<file path="src/design/timer_pkg.sv">
// constants, field layouts and carrier types of the auto-reload timer
// assumes one system clock domain; the register port is a plain byte-wide special-function port
// What this block does
// auto-reload uses reload bytes for count bytes
// capture mode: reload bytes hold captured counts
// unsplit: count bytes form one 16-bit counter
// split: each count byte is its own timer
// high flag set on high byte rollover
// unsplit: high flag set on 16-bit wrap
// enabled high flag raises interrupt request
// flags cleared only by software control writes
// low flag set on every low rollover
// low enable plus timer enable: low interrupt
// capture edge copies count and requests interrupt
// split bit picks 16-bit or two 8-bit
// run bit gates counting; split low always runs
// software writes reserved bit one as zero
// clock select: system/12 or external/8
// capture taken on capture pin falling edge
// outside capture mode, overflow loads reload value same cycle
// external clock synchronized, one step per eight rising edges
package timer_pkg;

  // register addresses on the special-function port
  localparam logic [7:0] CONTROL_ADDR = 8'h91;
  localparam logic [7:0] RELOAD_LOW_ADDR = 8'hca;
  localparam logic [7:0] RELOAD_HIGH_ADDR = 8'hcb;
  localparam logic [7:0] COUNT_LOW_ADDR = 8'hcc;
  localparam logic [7:0] COUNT_HIGH_ADDR = 8'hcd;

  // values after reset
  localparam logic [7:0] CONTROL_RESET = 8'h00;
  localparam logic [7:0] BYTE_RESET = 8'h00;
  localparam logic [7:0] READ_UNMAPPED = 8'h00;

  // byte limits
  localparam logic [7:0] BYTE_MAX = 8'hff;
  localparam logic [7:0] BYTE_ZERO = 8'h00;
  localparam logic [7:0] BYTE_ONE = 8'h01;

  // clock dividers: system clock by twelve, external clock by eight
  localparam int SYS_DIV = 12;
  localparam int EXT_DIV = 8;
  localparam logic [3:0] SYS_DIV_LAST = 4'(SYS_DIV - 1);
  localparam logic [3:0] SYS_DIV_ONE = 4'h1;
  localparam logic [3:0] SYS_DIV_RESET = 4'h0;
  localparam logic [2:0] EXT_DIV_LAST = 3'(EXT_DIV - 1);
  localparam logic [2:0] EXT_DIV_ONE = 3'h1;
  localparam logic [2:0] EXT_DIV_RESET = 3'h0;
  localparam logic [2:0] SYNC_RESET = 3'h0;

  // control byte layout, bit 7 first
  typedef struct packed {
    logic high_overflow_flag;
    logic low_overflow_flag;
    logic low_overflow_irq_enable;
    logic capture_enable;
    logic split_mode_select;
    logic run_control;
    logic reserved;
    logic external_clock_select;
  } control_t;

  // one access on the special-function port
  typedef struct packed {
    logic [7:0] addr;
    logic [7:0] wdata;
    logic wr;
    logic rd;
  } sfr_req_t;

endpackage

</file>
<file path="src/design/autoreload_split_capture_timer.sv">
// auto-reload timer: 16-bit or split 8-bit, with capture into the reload bytes
// assumes requests, clock enable and interrupt enable come from logic on sys_clk;
// the external clock and capture source are asynchronous pins
`timescale 1ns/1ps
module autoreload_split_capture_timer (
  // clock, reset, enable
  input wire logic sys_clk,
  input wire logic rst,
  input wire logic ce,
  // special-function register port
  input wire timer_pkg::sfr_req_t sfr_req,
  output logic [7:0] sfr_rdata,
  // interrupt controller side
  input wire logic timer_irq_enable,
  output logic irq_request,
  // asynchronous pins
  input wire logic ext_clk_pin,
  input wire logic capture_pin
);
  import timer_pkg::*;

  // register state
  control_t ctrl; // control byte
  control_t next_ctrl;
  logic [7:0] reload_lo; // timer_a_reload_low
  logic [7:0] next_reload_lo;
  logic [7:0] reload_hi; // timer_a_reload_high
  logic [7:0] next_reload_hi;
  logic [7:0] count_lo; // timer_a_count_low
  logic [7:0] next_count_lo;
  logic [7:0] count_hi; // timer_a_count_high
  logic [7:0] next_count_hi;
  logic [7:0] next_rdata;
  logic next_irq;

  // clocking state
  logic [3:0] sys_div; // system clock prescaler
  logic [3:0] next_sys_div;
  logic [2:0] ext_div; // external edge divider
  logic [2:0] next_ext_div;
  logic [2:0] ext_sync; // [0] first stage, [1] second, [2] edge history
  logic [2:0] cap_sync;

  // decoded strobes
  logic wr_ctrl, wr_rl, wr_rh, wr_cl, wr_ch;
  logic tick_sys, ext_rise, tick_ext, tick;
  logic cap_fall;
  logic step_lo, step_hi, lo_ovf, hi_ovf;
  logic [7:0] wrap_lo, wrap_hi;

  // address decode of writes
  always_comb begin
    wr_ctrl = sfr_req.wr && (sfr_req.addr == CONTROL_ADDR);
    wr_rl = sfr_req.wr && (sfr_req.addr == RELOAD_LOW_ADDR);
    wr_rh = sfr_req.wr && (sfr_req.addr == RELOAD_HIGH_ADDR);
    wr_cl = sfr_req.wr && (sfr_req.addr == COUNT_LOW_ADDR);
    wr_ch = sfr_req.wr && (sfr_req.addr == COUNT_HIGH_ADDR);
  end

  // clock source selection and edge detection
  always_comb begin
    tick_sys = (sys_div == SYS_DIV_LAST);
    // only the second and third stages are looked at, never the first
    ext_rise = ext_sync[1] && !ext_sync[2];
    tick_ext = ext_rise && (ext_div == EXT_DIV_LAST);
    tick = ctrl.external_clock_select ? tick_ext : tick_sys;
    // a falling-edge detector on the synchronised capture pin
    cap_fall = !cap_sync[1] && cap_sync[2];
    next_sys_div = tick_sys ? SYS_DIV_RESET : sys_div + SYS_DIV_ONE;
    next_ext_div = ext_rise ? ext_div + EXT_DIV_ONE : ext_div;
  end

  // step and overflow decode
  always_comb begin
    // split low byte ignores the run bit
    step_lo = tick && (ctrl.split_mode_select || ctrl.run_control);
    // unsplit high byte only steps on a low carry
    step_hi = tick && ctrl.run_control && (ctrl.split_mode_select || count_lo == BYTE_MAX);
    lo_ovf = step_lo && (count_lo == BYTE_MAX);
    hi_ovf = step_hi && (count_hi == BYTE_MAX);
    // capture mode has no reload value, so bytes wrap to zero
    wrap_hi = ctrl.capture_enable ? BYTE_ZERO : reload_hi;
    if (ctrl.capture_enable) begin
      wrap_lo = BYTE_ZERO;
    end else if (ctrl.split_mode_select || hi_ovf) begin
      wrap_lo = reload_lo;
    end else begin
      wrap_lo = BYTE_ZERO; // plain carry into the high byte
    end
  end

  // next values of the registers
  always_comb begin
    next_count_lo = count_lo;
    next_count_hi = count_hi;
    next_reload_lo = reload_lo;
    next_reload_hi = reload_hi;
    next_ctrl = ctrl;
    // counting
    if (lo_ovf) begin
      next_count_lo = wrap_lo;
    end else if (step_lo) begin
      next_count_lo = count_lo + BYTE_ONE;
    end
    if (hi_ovf) begin
      next_count_hi = wrap_hi;
    end else if (step_hi) begin
      next_count_hi = count_hi + BYTE_ONE;
    end
    // software writes to count bytes win over a step
    if (wr_cl) begin
      next_count_lo = sfr_req.wdata;
    end
    if (wr_ch) begin
      next_count_hi = sfr_req.wdata;
    end
    if (wr_rl) begin
      next_reload_lo = sfr_req.wdata;
    end
    if (wr_rh) begin
      next_reload_hi = sfr_req.wdata;
    end
    // capture wins over a reload write in the same cycle
    if (ctrl.capture_enable && cap_fall) begin
      next_reload_lo = count_lo;
      next_reload_hi = count_hi;
    end
    // control write; flags clear only here
    if (wr_ctrl) begin
      next_ctrl = control_t'(sfr_req.wdata);
      next_ctrl.reserved = 1'b0; // reads zero whatever is written
    end
    // hardware sets win over a software clear
    if (hi_ovf || (ctrl.capture_enable && cap_fall)) begin
      next_ctrl.high_overflow_flag = 1'b1;
    end
    if (lo_ovf) begin
      next_ctrl.low_overflow_flag = 1'b1;
    end
  end

  // read data and interrupt request
  always_comb begin
    next_rdata = sfr_rdata;
    if (sfr_req.rd) begin
      unique case (sfr_req.addr)
        CONTROL_ADDR: next_rdata = ctrl;
        RELOAD_LOW_ADDR: next_rdata = reload_lo;
        RELOAD_HIGH_ADDR: next_rdata = reload_hi;
        COUNT_LOW_ADDR: next_rdata = count_lo;
        COUNT_HIGH_ADDR: next_rdata = count_hi;
        default: next_rdata = READ_UNMAPPED;
      endcase
    end
    // level request, drops once software clears the flags
    next_irq = timer_irq_enable && (ctrl.high_overflow_flag ||
      (ctrl.low_overflow_flag && ctrl.low_overflow_irq_enable));
  end

  // state registers, frozen while ce is low
  always_ff @(posedge sys_clk) begin
    if (rst) begin
      ctrl <= control_t'(CONTROL_RESET);
      reload_lo <= BYTE_RESET;
      reload_hi <= BYTE_RESET;
      count_lo <= BYTE_RESET;
      count_hi <= BYTE_RESET;
      sfr_rdata <= BYTE_RESET;
      irq_request <= 1'b0;
      sys_div <= SYS_DIV_RESET;
      ext_div <= EXT_DIV_RESET;
      ext_sync <= SYNC_RESET;
      cap_sync <= SYNC_RESET;
    end else if (ce) begin
      ctrl <= next_ctrl;
      reload_lo <= next_reload_lo;
      reload_hi <= next_reload_hi;
      count_lo <= next_count_lo;
      count_hi <= next_count_hi;
      sfr_rdata <= next_rdata;
      irq_request <= next_irq;
      sys_div <= next_sys_div;
      ext_div <= next_ext_div;
      ext_sync <= {ext_sync[1:0], ext_clk_pin};
      cap_sync <= {cap_sync[1:0], capture_pin};
    end
  end
endmodule

</file>
<file path="config.mk">
export PLATFORM = sky130hd
export DESIGN_NAME = autoreload_split_capture_timer
export DESIGN_NICKNAME = d
export VERILOG_FILES = /design/src/design/timer_pkg.sv /design/src/design/autoreload_split_capture_timer.sv
export SDC_FILE = /design/constraint.sdc
export NUM_CORES = 1
export LEC_CHECK = 0
export ABC_AREA = 1
export BUFFER_PORTS_ARGS = -buffer_cell sky130_fd_sc_hd__buf_2
export CAP_MARGIN = 10
export CORE_ASPECT_RATIO = 1.25
export CORE_UTILIZATION = 60
export CTS_BUF_LIST = sky130_fd_sc_hd__clkbuf_16
export DETAILED_ROUTE_END_ITERATION = 7
export PLACE_DENSITY = 0.8
export SLEW_MARGIN = 10
export SYNTH_ARGS = -nofsm -noshare
export SYNTH_HDL_FRONTEND = slang
export SYNTH_SLANG_ARGS = --single-unit
</file>
<file path="constraint.sdc">
create_clock -name sys_clk -period 2.22 [get_ports sys_clk]
set_input_delay 0.222 -clock sys_clk [delete_from_list [all_inputs] [get_ports sys_clk]]
set_output_delay 0.222 -clock sys_clk [all_outputs]
set_load 0.05 [all_outputs]
</file>
==> results of run 1 <==
==> logic make-up (layout without fill, tap and decap cells) <==
family          after synthesis  count (layout)  share of synthesized area
xor+xnor                     11              11                     0.0251
buf+inv                      93             127                      0.100
flops                        61              61                      0.318
fa+ha+maj                     5               5                     0.0163
compound gates              115             115                      0.178
simple gates                290             290                      0.363
==> sequential cells by signal (all words and copies together), names as in the netlist <==
register and cells:
ext_sync 3, count_lo 8, count_hi 8, sys_div 4
sfr_rdata 8, reload_lo 8, reload_hi 8, cap_sync 3
irq_request 1, ext_div 3, ctrl 7
==> power by group through the flow <==
stage               Sequential [mW]  Combinational (mW)  Clock, mW
floorplan                      1.18               0.105          0
global placement               1.15               0.208          0
detailed placement             1.15               0.215          0
CTS                            1.13               0.216       1.38
global route                   1.13               0.236       1.44
finish                         1.13               0.219       1.37
==> path summary, 6_finish.rpt <==
check                              endpoint         from  cells after the start
worst min-delay path            ext_sync[0]  ext_clk_pin                      3
worst max-delay path            count_hi[5]   ext_div[0]                     13
worst min register to register   ext_div[0]   ext_div[0]                      1
worst max register to register  count_hi[5]   ext_div[0]                     13
==> per-layer routing <==
layer  GRT usage  part of all wire  vias to the layer above
met5           0                 0                        -
met4       0.234             0.058                        0
met3      0.0577             0.074                       50
met2       0.572              0.47                      235
met1       0.401              0.39                     1879
li1            -                 -                     1943
==> cell usage in the layout, fill, tap and decap left out, drive strengths merged, types with 12 or more instances in the layout <==
cell type / synthesis / final
nand2: 155 / 155
inv: 71 / 71
nor2: 71 / 71
dfxtp: 61 / 61
a21oi: 53 / 53
o21ai: 40 / 40
buf: 11 / 36
nand3: 35 / 35
nor3: 14 / 14
nand4: 12 / 12
==> critical path: cells and delay by family (launching register included) <==
kind	cells	cell delay [ps]
flops	1	350
fa+ha+maj	2	290
buf+inv	3	270
simple gates	7	590
compound gates	1	280
==> layout make-up <==
type | count | area share
timing repair buffer | 36 | 0.0466
inverter | 75 | 0.0659
tap | 85 | 0.0245
clock buffer | 9 | 0.0518
multi-input combinational | 421 | 0.515
sequential | 61 | 0.281
clock inverter | 7 | 0.0153
==> impl_metrics.yaml, run 1 <==
status:
  status: "complete, but fails checks"
  violations: "DRC"
layout:
  fin_area_mm2: 0.00435
  instances_no_fill: 694
  layout.nets: 633
  antenna_cells: 0
  seq_area_mm2: 0.00122
  fin_util: 0.705
  areaGrowthSynthToFinish_pct: 13.0
  layout-drive-gt1-share: 0.171
  fillCellCount: 562
  multi_input_area_mm2: 0.00224
power_and_ir_drop:
  combPwrFrac: 0.081
  pwr-share-seq: 0.415
  p_leak_nw: 1.93
  vdd_ir_drop_max_mv: 0.587
  total_power_mw: 2.72
  switching_share: 0.251
  p_clk_frac: 0.504
  p_per_area_mw_per_mm2: 627
  p_switching_mw: 0.685
  p_int_mw: 2.04
sta:
  fin_setup_tns_ps: 0
  period_share: 0.854
  fin_skew_ps: 5.94
  finalSetupViolations: 0
  slew_headroom: 0.604
  fin_crit_ps: 1900
  hold_ws_ps: 119
  setup_slack_ps: 324
  grt_setup_unrepaired: "false"
  fmax_mhz: 527
  hold_viol_final: 0
  tightest_slew_ps: 589
  maxSlewViolCount: 0
clock_tree:
  cts_root_buf: "clkbuf_16"
  htreeDepth: 3
  tritoncts: "done"
  cts_setup_buffers: 0
  cts.sinks: 61
  clk_pin_slew_ps: 50
  clkLatencyLatePin_ps: 330
  numCtsBuffers: 9
  cts_resized: 0
  clockBufferDepth: 2
  cts_hold_buf: 0
worst_setup_path:
  start_kind: "register"
  crit_arrival_ps: 2130
  cp.required_ps: 2450
  cp-end-kind: "register"
  max_stage_delay_ps: 350
  worstPathCellList: "ha_1 -> ha_1 -> nand2_1 -> inv_1 -> nand2_2 -> a21oi_4 -> nand2_2 -> nand2_2 -> nand2_2 -> inv_2 -> nand3_1 -> nand2_1 -> inv_1"
  critPathKind: "register to register"
  crit_top_cell: "nand2_2"
  path_max_fanout: 12
  crit_slowest_cell: "dfxtp_1"
  r2r_slack_ps: 320
drt:
  wl_um: 11100
  viasPerCell: 5.92
  wire_per_inst_um: 15.9
  dr.pass1.iters: 8
  drc_errors: 1
  drtIter0Drc: 618
  antenna_left: 0
  vias: 4107
global_routing:
  grt-ovfl-total: 0
  grt_pass1_wl_um: 17700
  grt_pass1_vias: 3726
  grt_usage: 0.347
  grt_max_degree: 32
  antenna_found_initial: 0
synthesis:
  seq_area_frac_synth: 0.318
  synth_top_area_frac: 0.318
  yosys_warnings: 0
  syn_area_mm2: 0.00384
  synthTopCellsByCount: "nand2_1 (139), inv_1 (65), nor2_1 (63)"
  syn-num-nets: 604
  synthTopCellsByArea: "dfxtp_1 (32%), nand2_1 (14%), a21oi_1 (6.5%), inv_1 (6.3%), nor2_1 (6.2%)"
  async_reset_ff_frac: 0
  ys_ff_latch: 61
  synth_edf_count: 0
  synth.most_common_cell: "nand2_1"
  avgSynthCellArea_um2: 6.69
  syn_inst: 575
  synth_area_leader_cell: "dfxtp_1"
  synth_flop_cell: "dfxtp_1"
  synth.distinct_cells: 43
die:
  dieArea_mm2: 0.00673
  die_w_um: 73.6
  start_util: 0.624
  coreArea_mm2: 0.00617
  die_y_um: 91.5
  num_rows: 32
  num_io_pins: 33
place:
  pre_cts_slack_ps: 385
  io_buffers: 32
  dpl_cell_area_mm2: 0.00406
  gp_congestion: 0.961
  hpwl_um: 8070
  dpl.cell_count: 678
hold_path:
  hp-class: "primary input to register"
job:
  maxCapViolations: 0
Power figures use the tool's default switching activity.
==> run 2, diff against run 1 <==
--- a/config.mk
+++ b/config.mk
@@ -9,9 +9,11 @@
 export BUFFER_PORTS_ARGS = -buffer_cell sky130_fd_sc_hd__buf_2
 export CAP_MARGIN = 10
 export CORE_ASPECT_RATIO = 1.25
+export CORE_MARGIN = 3
 export CORE_UTILIZATION = 60
 export CTS_BUF_LIST = sky130_fd_sc_hd__clkbuf_16
 export DETAILED_ROUTE_END_ITERATION = 7
+export MAX_ROUTING_LAYER = met4
 export PLACE_DENSITY = 0.8
 export SLEW_MARGIN = 10
 export SYNTH_ARGS = -nofsm -noshare
==> impl_metrics.yaml, run 2 (same netlist as run 1, synthesis figures left out) <==
layout:
  layout-drive-gt1-share: 0.164
  areaGrowthSynthToFinish_pct: 12.2
  layout_commonest_cell: "nand2_1"
  final_cell_mix: "nand2_1 (139), inv_1 (65), nor2_1 (63)"
  layout.nets: 635
  antenna_cells: 0
clock_tree:
  cts_root_buf: "clkbuf_16"
  cts_hold_buf: 0
  htreeDepth: 3
  cts_resized: 0
  clk_pin_slew_ps: 50
  clkLatencyLatePin_ps: 320
  cts_setup_buffers: 0
  numCtsBuffers: 9
  cts.sinks: 61
  tritoncts: "done"
  clockBufferDepth: 2
job:
  maxCapViolations: 0
sta:
  grt_setup_unrepaired: "false"
  fin_skew_ps: 4.44
  fmax_mhz: 528
  period_share: 0.854
  tightest_slew_ps: 589
  maxSlewViolCount: 0
  finalSetupViolations: 0
  fin_setup_tns_ps: 0
  hold_viol_final: 0
  slew_headroom: 0.604
  fin_crit_ps: 1900
  hold_ws_ps: 124
worst_setup_path:
  cp.required_ps: 2440
  crit_slowest_cell: "dfxtp_1"
  cp-end-kind: "register"
  r2r_slack_ps: 320
  crit_top_cell: "nand2_2"
  crit_buf_inv: 3
  crit_arrival_ps: 2120
  cp_top_family: "simple AND/OR/NAND/NOR gates"
  path_max_fanout: 12
  max_stage_delay_ps: 340
  worstPathCellList: "ha_1 -> ha_1 -> nand2_1 -> inv_1 -> nand2_2 -> a21oi_4 -> nand2_2 -> nand2_2 -> nand2_2 -> inv_2 -> nand3_1 -> nand2_1 -> inv_1"
  start_kind: "register"
  critPathKind: "register to register"
power_and_ir_drop:
  p_per_area_mw_per_mm2: 587
  vdd_ir_drop_max_mv: 0.487
  total_power_mw: 2.53
  p_leak_nw: 1.91
hold_path:
  hp-class: "primary input to register"
global_routing:
  grt_pass1_wl_um: 18000
  grt_usage: 0.322
  grt-ovfl-total: 0
  antenna_found_initial: 0
  grt_pass1_vias: 3697
  grt_max_degree: 42
place:
  io_buffers: 32
  gp_congestion: 0.971
  hpwl_um: 8260
drt:
  vias: 3983
  antenna_left: 0
  drtIter0Drc: 430
  dr.pass1.iters: 5
  viasPerCell: 5.74
  drc_errors: 0
  wire_per_inst_um: 16.2
  wl_um: 11300
die:
  dieArea_mm2: 0.00741
  coreArea_mm2: 0.00621
  num_io_pins: 33
  die_y_um: 95.5
  start_util: 0.620
  die_w_um: 77.6
  num_rows: 32
status:
  status: "finished clean"
-- run 2: cell count changes in the layout (fill, tap and decap cells not counted) --
cell / before / now
clkinv_1: 3 / 7
clkinv_2: 4 / 1
buf_4: 3 / 5
bufinv_16: 1 / 0
clkinv_4: 2 / 1
clkinvlp_4: 1 / 0
-- run 2: layer usage --
metal | track usage | part of all wire | routed length [µm] | up-vias
li1 | - | - | - | 1943
met4 | 0.209 | 0.051 | 576 | 0
met3 | 0.0388 | 0.071 | 796 | 38
met2 | 0.531 | 0.48 | 5370 | 183
met5 | - | 0 | 0 | -
met1 | 0.371 | 0.40 | 4510 | 1819
-- run 2: per-stage QoR --
step | cell area, µm² | cells | setup slack (ps) | utilization
detailed placement | 4070 | 680 | 385 | 0.656
global placement | 4070 | 680 | 412 | 0.656
global route | 4320 | 694 | 135 | 0.695
finish | 4320 | 694 | 325 | 0.695
floorplan | 3840 | 575 | 599 | -
CTS | 4320 | 694 | 349 | 0.695
-- run 2: worst paths after layout --
path | cells past startpoint | end | startpoint
max | 13 | count_hi[5] | ext_div[0]
min | 3 | cap_sync[0] | capture_pin
max reg2reg | 13 | count_hi[5] | ext_div[0]
min reg2reg | 1 | ext_div[0] | ext_div[0]
-- run 2: area by class of cell --
cell class / count / area [µm²]
sequential: 61 / 1220
inverter: 75 / 287
tap: 85 / 106
clock buffer: 9 / 225
clock inverter: 5 / 20.0
fill: 558 / 1890
multi-input combinational: 421 / 2240
timing repair buffer: 38 / 218
-- run 2: report_power, final --
group | switching [mW] | total [mW] | internal [mW]
clock | 0.461 | 1.18 | 0.722
combinational | 0.159 | 0.219 | 0.0607
sequential | 0.0124 | 1.13 | 1.12
total | 0.632 | 2.53 | 1.90
-- run 2: worst min-delay path, cell delays in order --
cell and delay [ps]:
buf_2 80, nor2_1 30, nor2_1 80
==> run 3, diff against run 2 <==
--- a/config.mk
+++ b/config.mk
@@ -9,12 +9,12 @@
 export BUFFER_PORTS_ARGS = -buffer_cell sky130_fd_sc_hd__buf_2
 export CAP_MARGIN = 10
 export CORE_ASPECT_RATIO = 1.25
-export CORE_MARGIN = 3
+export CORE_MARGIN = 2
 export CORE_UTILIZATION = 60
-export CTS_BUF_LIST = sky130_fd_sc_hd__clkbuf_16
 export DETAILED_ROUTE_END_ITERATION = 7
 export MAX_ROUTING_LAYER = met4
 export PLACE_DENSITY = 0.8
+export REMOVE_ABC_BUFFERS = 1
 export SLEW_MARGIN = 10
 export SYNTH_ARGS = -nofsm -noshare
 export SYNTH_HDL_FRONTEND = slang
==> impl_metrics.yaml, run 3 (same netlist as run 1, synthesis figures left out) <==
layout:
  layout.nets: 634
  fillCellCount: 561
  final_cell_mix: "nand2_1 (139), inv_1 (65), nor2_1 (63)"
  layout_commonest_cell: "nand2_1"
  layout-drive-gt1-share: 0.172
  antenna_cells: 0
  areaGrowthSynthToFinish_pct: 10.2
worst_setup_path:
  path_max_fanout: 12
  r2r-end: "count_hi[5]"
  crit_slowest_cell: "dfxtp_1"
  worstPathCellList: "ha_1 -> ha_1 -> nand2_1 -> inv_1 -> nand2_2 -> a21oi_4 -> nand2_2 -> nand2_2 -> nand2_2 -> inv_2 -> nand3_1 -> nand2_1 -> inv_1"
  start_kind: "register"
  r2r_slack_ps: 340
  critPathKind: "register to register"
  cp-end-kind: "register"
  critPathLaunch: "ext_div[0]"
  max_stage_delay_ps: 370
  crit_arrival_ps: 2130
  reg2regPathDepth: 13
  endpoint: "count_hi[5]"
  crit_top_cell: "nand2_2"
  reg2reg_from: "ext_div[0]"
  cp.required_ps: 2470
sta:
  grt_setup_unrepaired: "false"
  period_share: 0.845
  fin_skew_ps: 8.63
  tightest_slew_ps: 610
  fin_crit_ps: 1880
  fmax_mhz: 533
  maxSlewViolCount: 0
  fin_setup_tns_ps: 0
  finalSetupViolations: 0
  hold_viol_final: 0
  slew_headroom: 0.590
clock_tree:
  clockBufferDepth: 2
  cts_hold_buf: 0
  numCtsBuffers: 9
  cts_root_buf: "clkbuf_8"
  cts_setup_buffers: 0
  clk_pin_slew_ps: 80
  tritoncts: "done"
  htreeDepth: 3
  cts_resized: 0
  cts.sinks: 61
  clkLatencyLatePin_ps: 350
die:
  start_util: 0.620
  coreArea_mm2: 0.00621
  num_rows: 32
  die_w_um: 75.6
  die_y_um: 93.5
  dieArea_mm2: 0.00707
  num_io_pins: 33
drt:
  wl_met3_um: 890
  antenna_left: 0
  wire_per_inst_um: 16.3
  drt-met1-wl_um: 4490
  wl_met2_um: 5350
  routed.top_layer: "met4"
  drc_errors: 0
  vias: 3994
  drtIter0Drc: 381
  viasPerCell: 5.75
  dr.pass1.iters: 5
  wl_um: 11400
power_and_ir_drop:
  switching_share: 0.298
  pwr-share-seq: 0.500
  p_clk_frac: 0.403
  p_switching_mw: 0.673
  total_power_mw: 2.26
  p_int_mw: 1.58
  vdd_ir_drop_max_mv: 0.542
  p_per_area_mw_per_mm2: 533
  p_leak_nw: 1.87
  combPwrFrac: 0.097
hold_path:
  hp-class: "primary input to register"
job:
  maxCapViolations: 0
global_routing:
  grt_max_degree: 42
  grt_pass1_wl_um: 18200
  grt-ovfl-total: 0
  grt_pass1_vias: 3690
  grt_usage: 0.354
  antenna_found_initial: 0
place:
  gp_congestion: 0.986
  io_buffers: 32
  hpwl_um: 8680
status:
  status: "finished clean"
## run 3: worst min-delay path by stage
| stage | start | endpoint | slack (ps) | cells past startpoint |
|---|---|---|---|---|
| after global placement | ext_div[0] | ext_div[0] | 440 | 1 |
| after global routing | ext_clk_pin | ext_sync[0] | 110 | 3 |
| after CTS | ext_clk_pin | ext_sync[0] | 100 | 3 |
| after floorplan | rst | count_hi[6] | 280 | 1 |
| final | ext_clk_pin | ext_sync[0] | 100 | 3 |
| after detailed placement | ext_clk_pin | ext_sync[0] | 460 | 3 |
## run 3: layout make-up
class / instances / area, µm² / area share
Clock inverter: 7 / 51.3 / 0.0121
Tap cell: 85 / 106 / 0.0251
Inverter: 75 / 287 / 0.0676
Timing Repair Buffer: 37 / 210 / 0.0496
Sequential cell: 61 / 1220 / 0.288
Clock buffer: 9 / 124 / 0.0292
Multi-Input combinational cell: 421 / 2240 / 0.528
## run 3: worst max-delay path, delay by kind of cell, from the launching register on
family          cells  cell delay (ps)
fa+ha+maj           2              310
simple gates        7              570
compound gates      1              280
flops               1              370
buf+inv             3              240
## run 3: per-stage QoR
step                utilization  hold WS [ps]  instances  worst slack [ps]  instance area, µm²
global route              0.683           111        695               195                4240
detailed placement        0.655           461        679               406                4060
global placement          0.655           441        679               474                4060
CTS                       0.683           104        695               371                4240
finish                    0.683           105        695               344                4240
floorplan                     -           284        557               623                3750
## run 3: per-layer routing
layer  GRT usage  vias up
met3      0.0593       56
met5           -        -
met2       0.574      205
met1       0.415     1797
met4       0.175        0
li1            -     1936
## run 3: power by group through the flow
| stage | Combinational (mW) | Sequential (mW) | Clock, mW |
|---|---|---|---|
| final | 0.220 | 1.13 | 0.909 |
| after detailed placement | 0.215 | 1.15 | 0 |
| after CTS | 0.216 | 1.13 | 0.912 |
| after global routing | 0.240 | 1.13 | 0.952 |
| after floorplan | 0.0833 | 1.18 | 0 |
| after global placement | 0.212 | 1.15 | 0 |
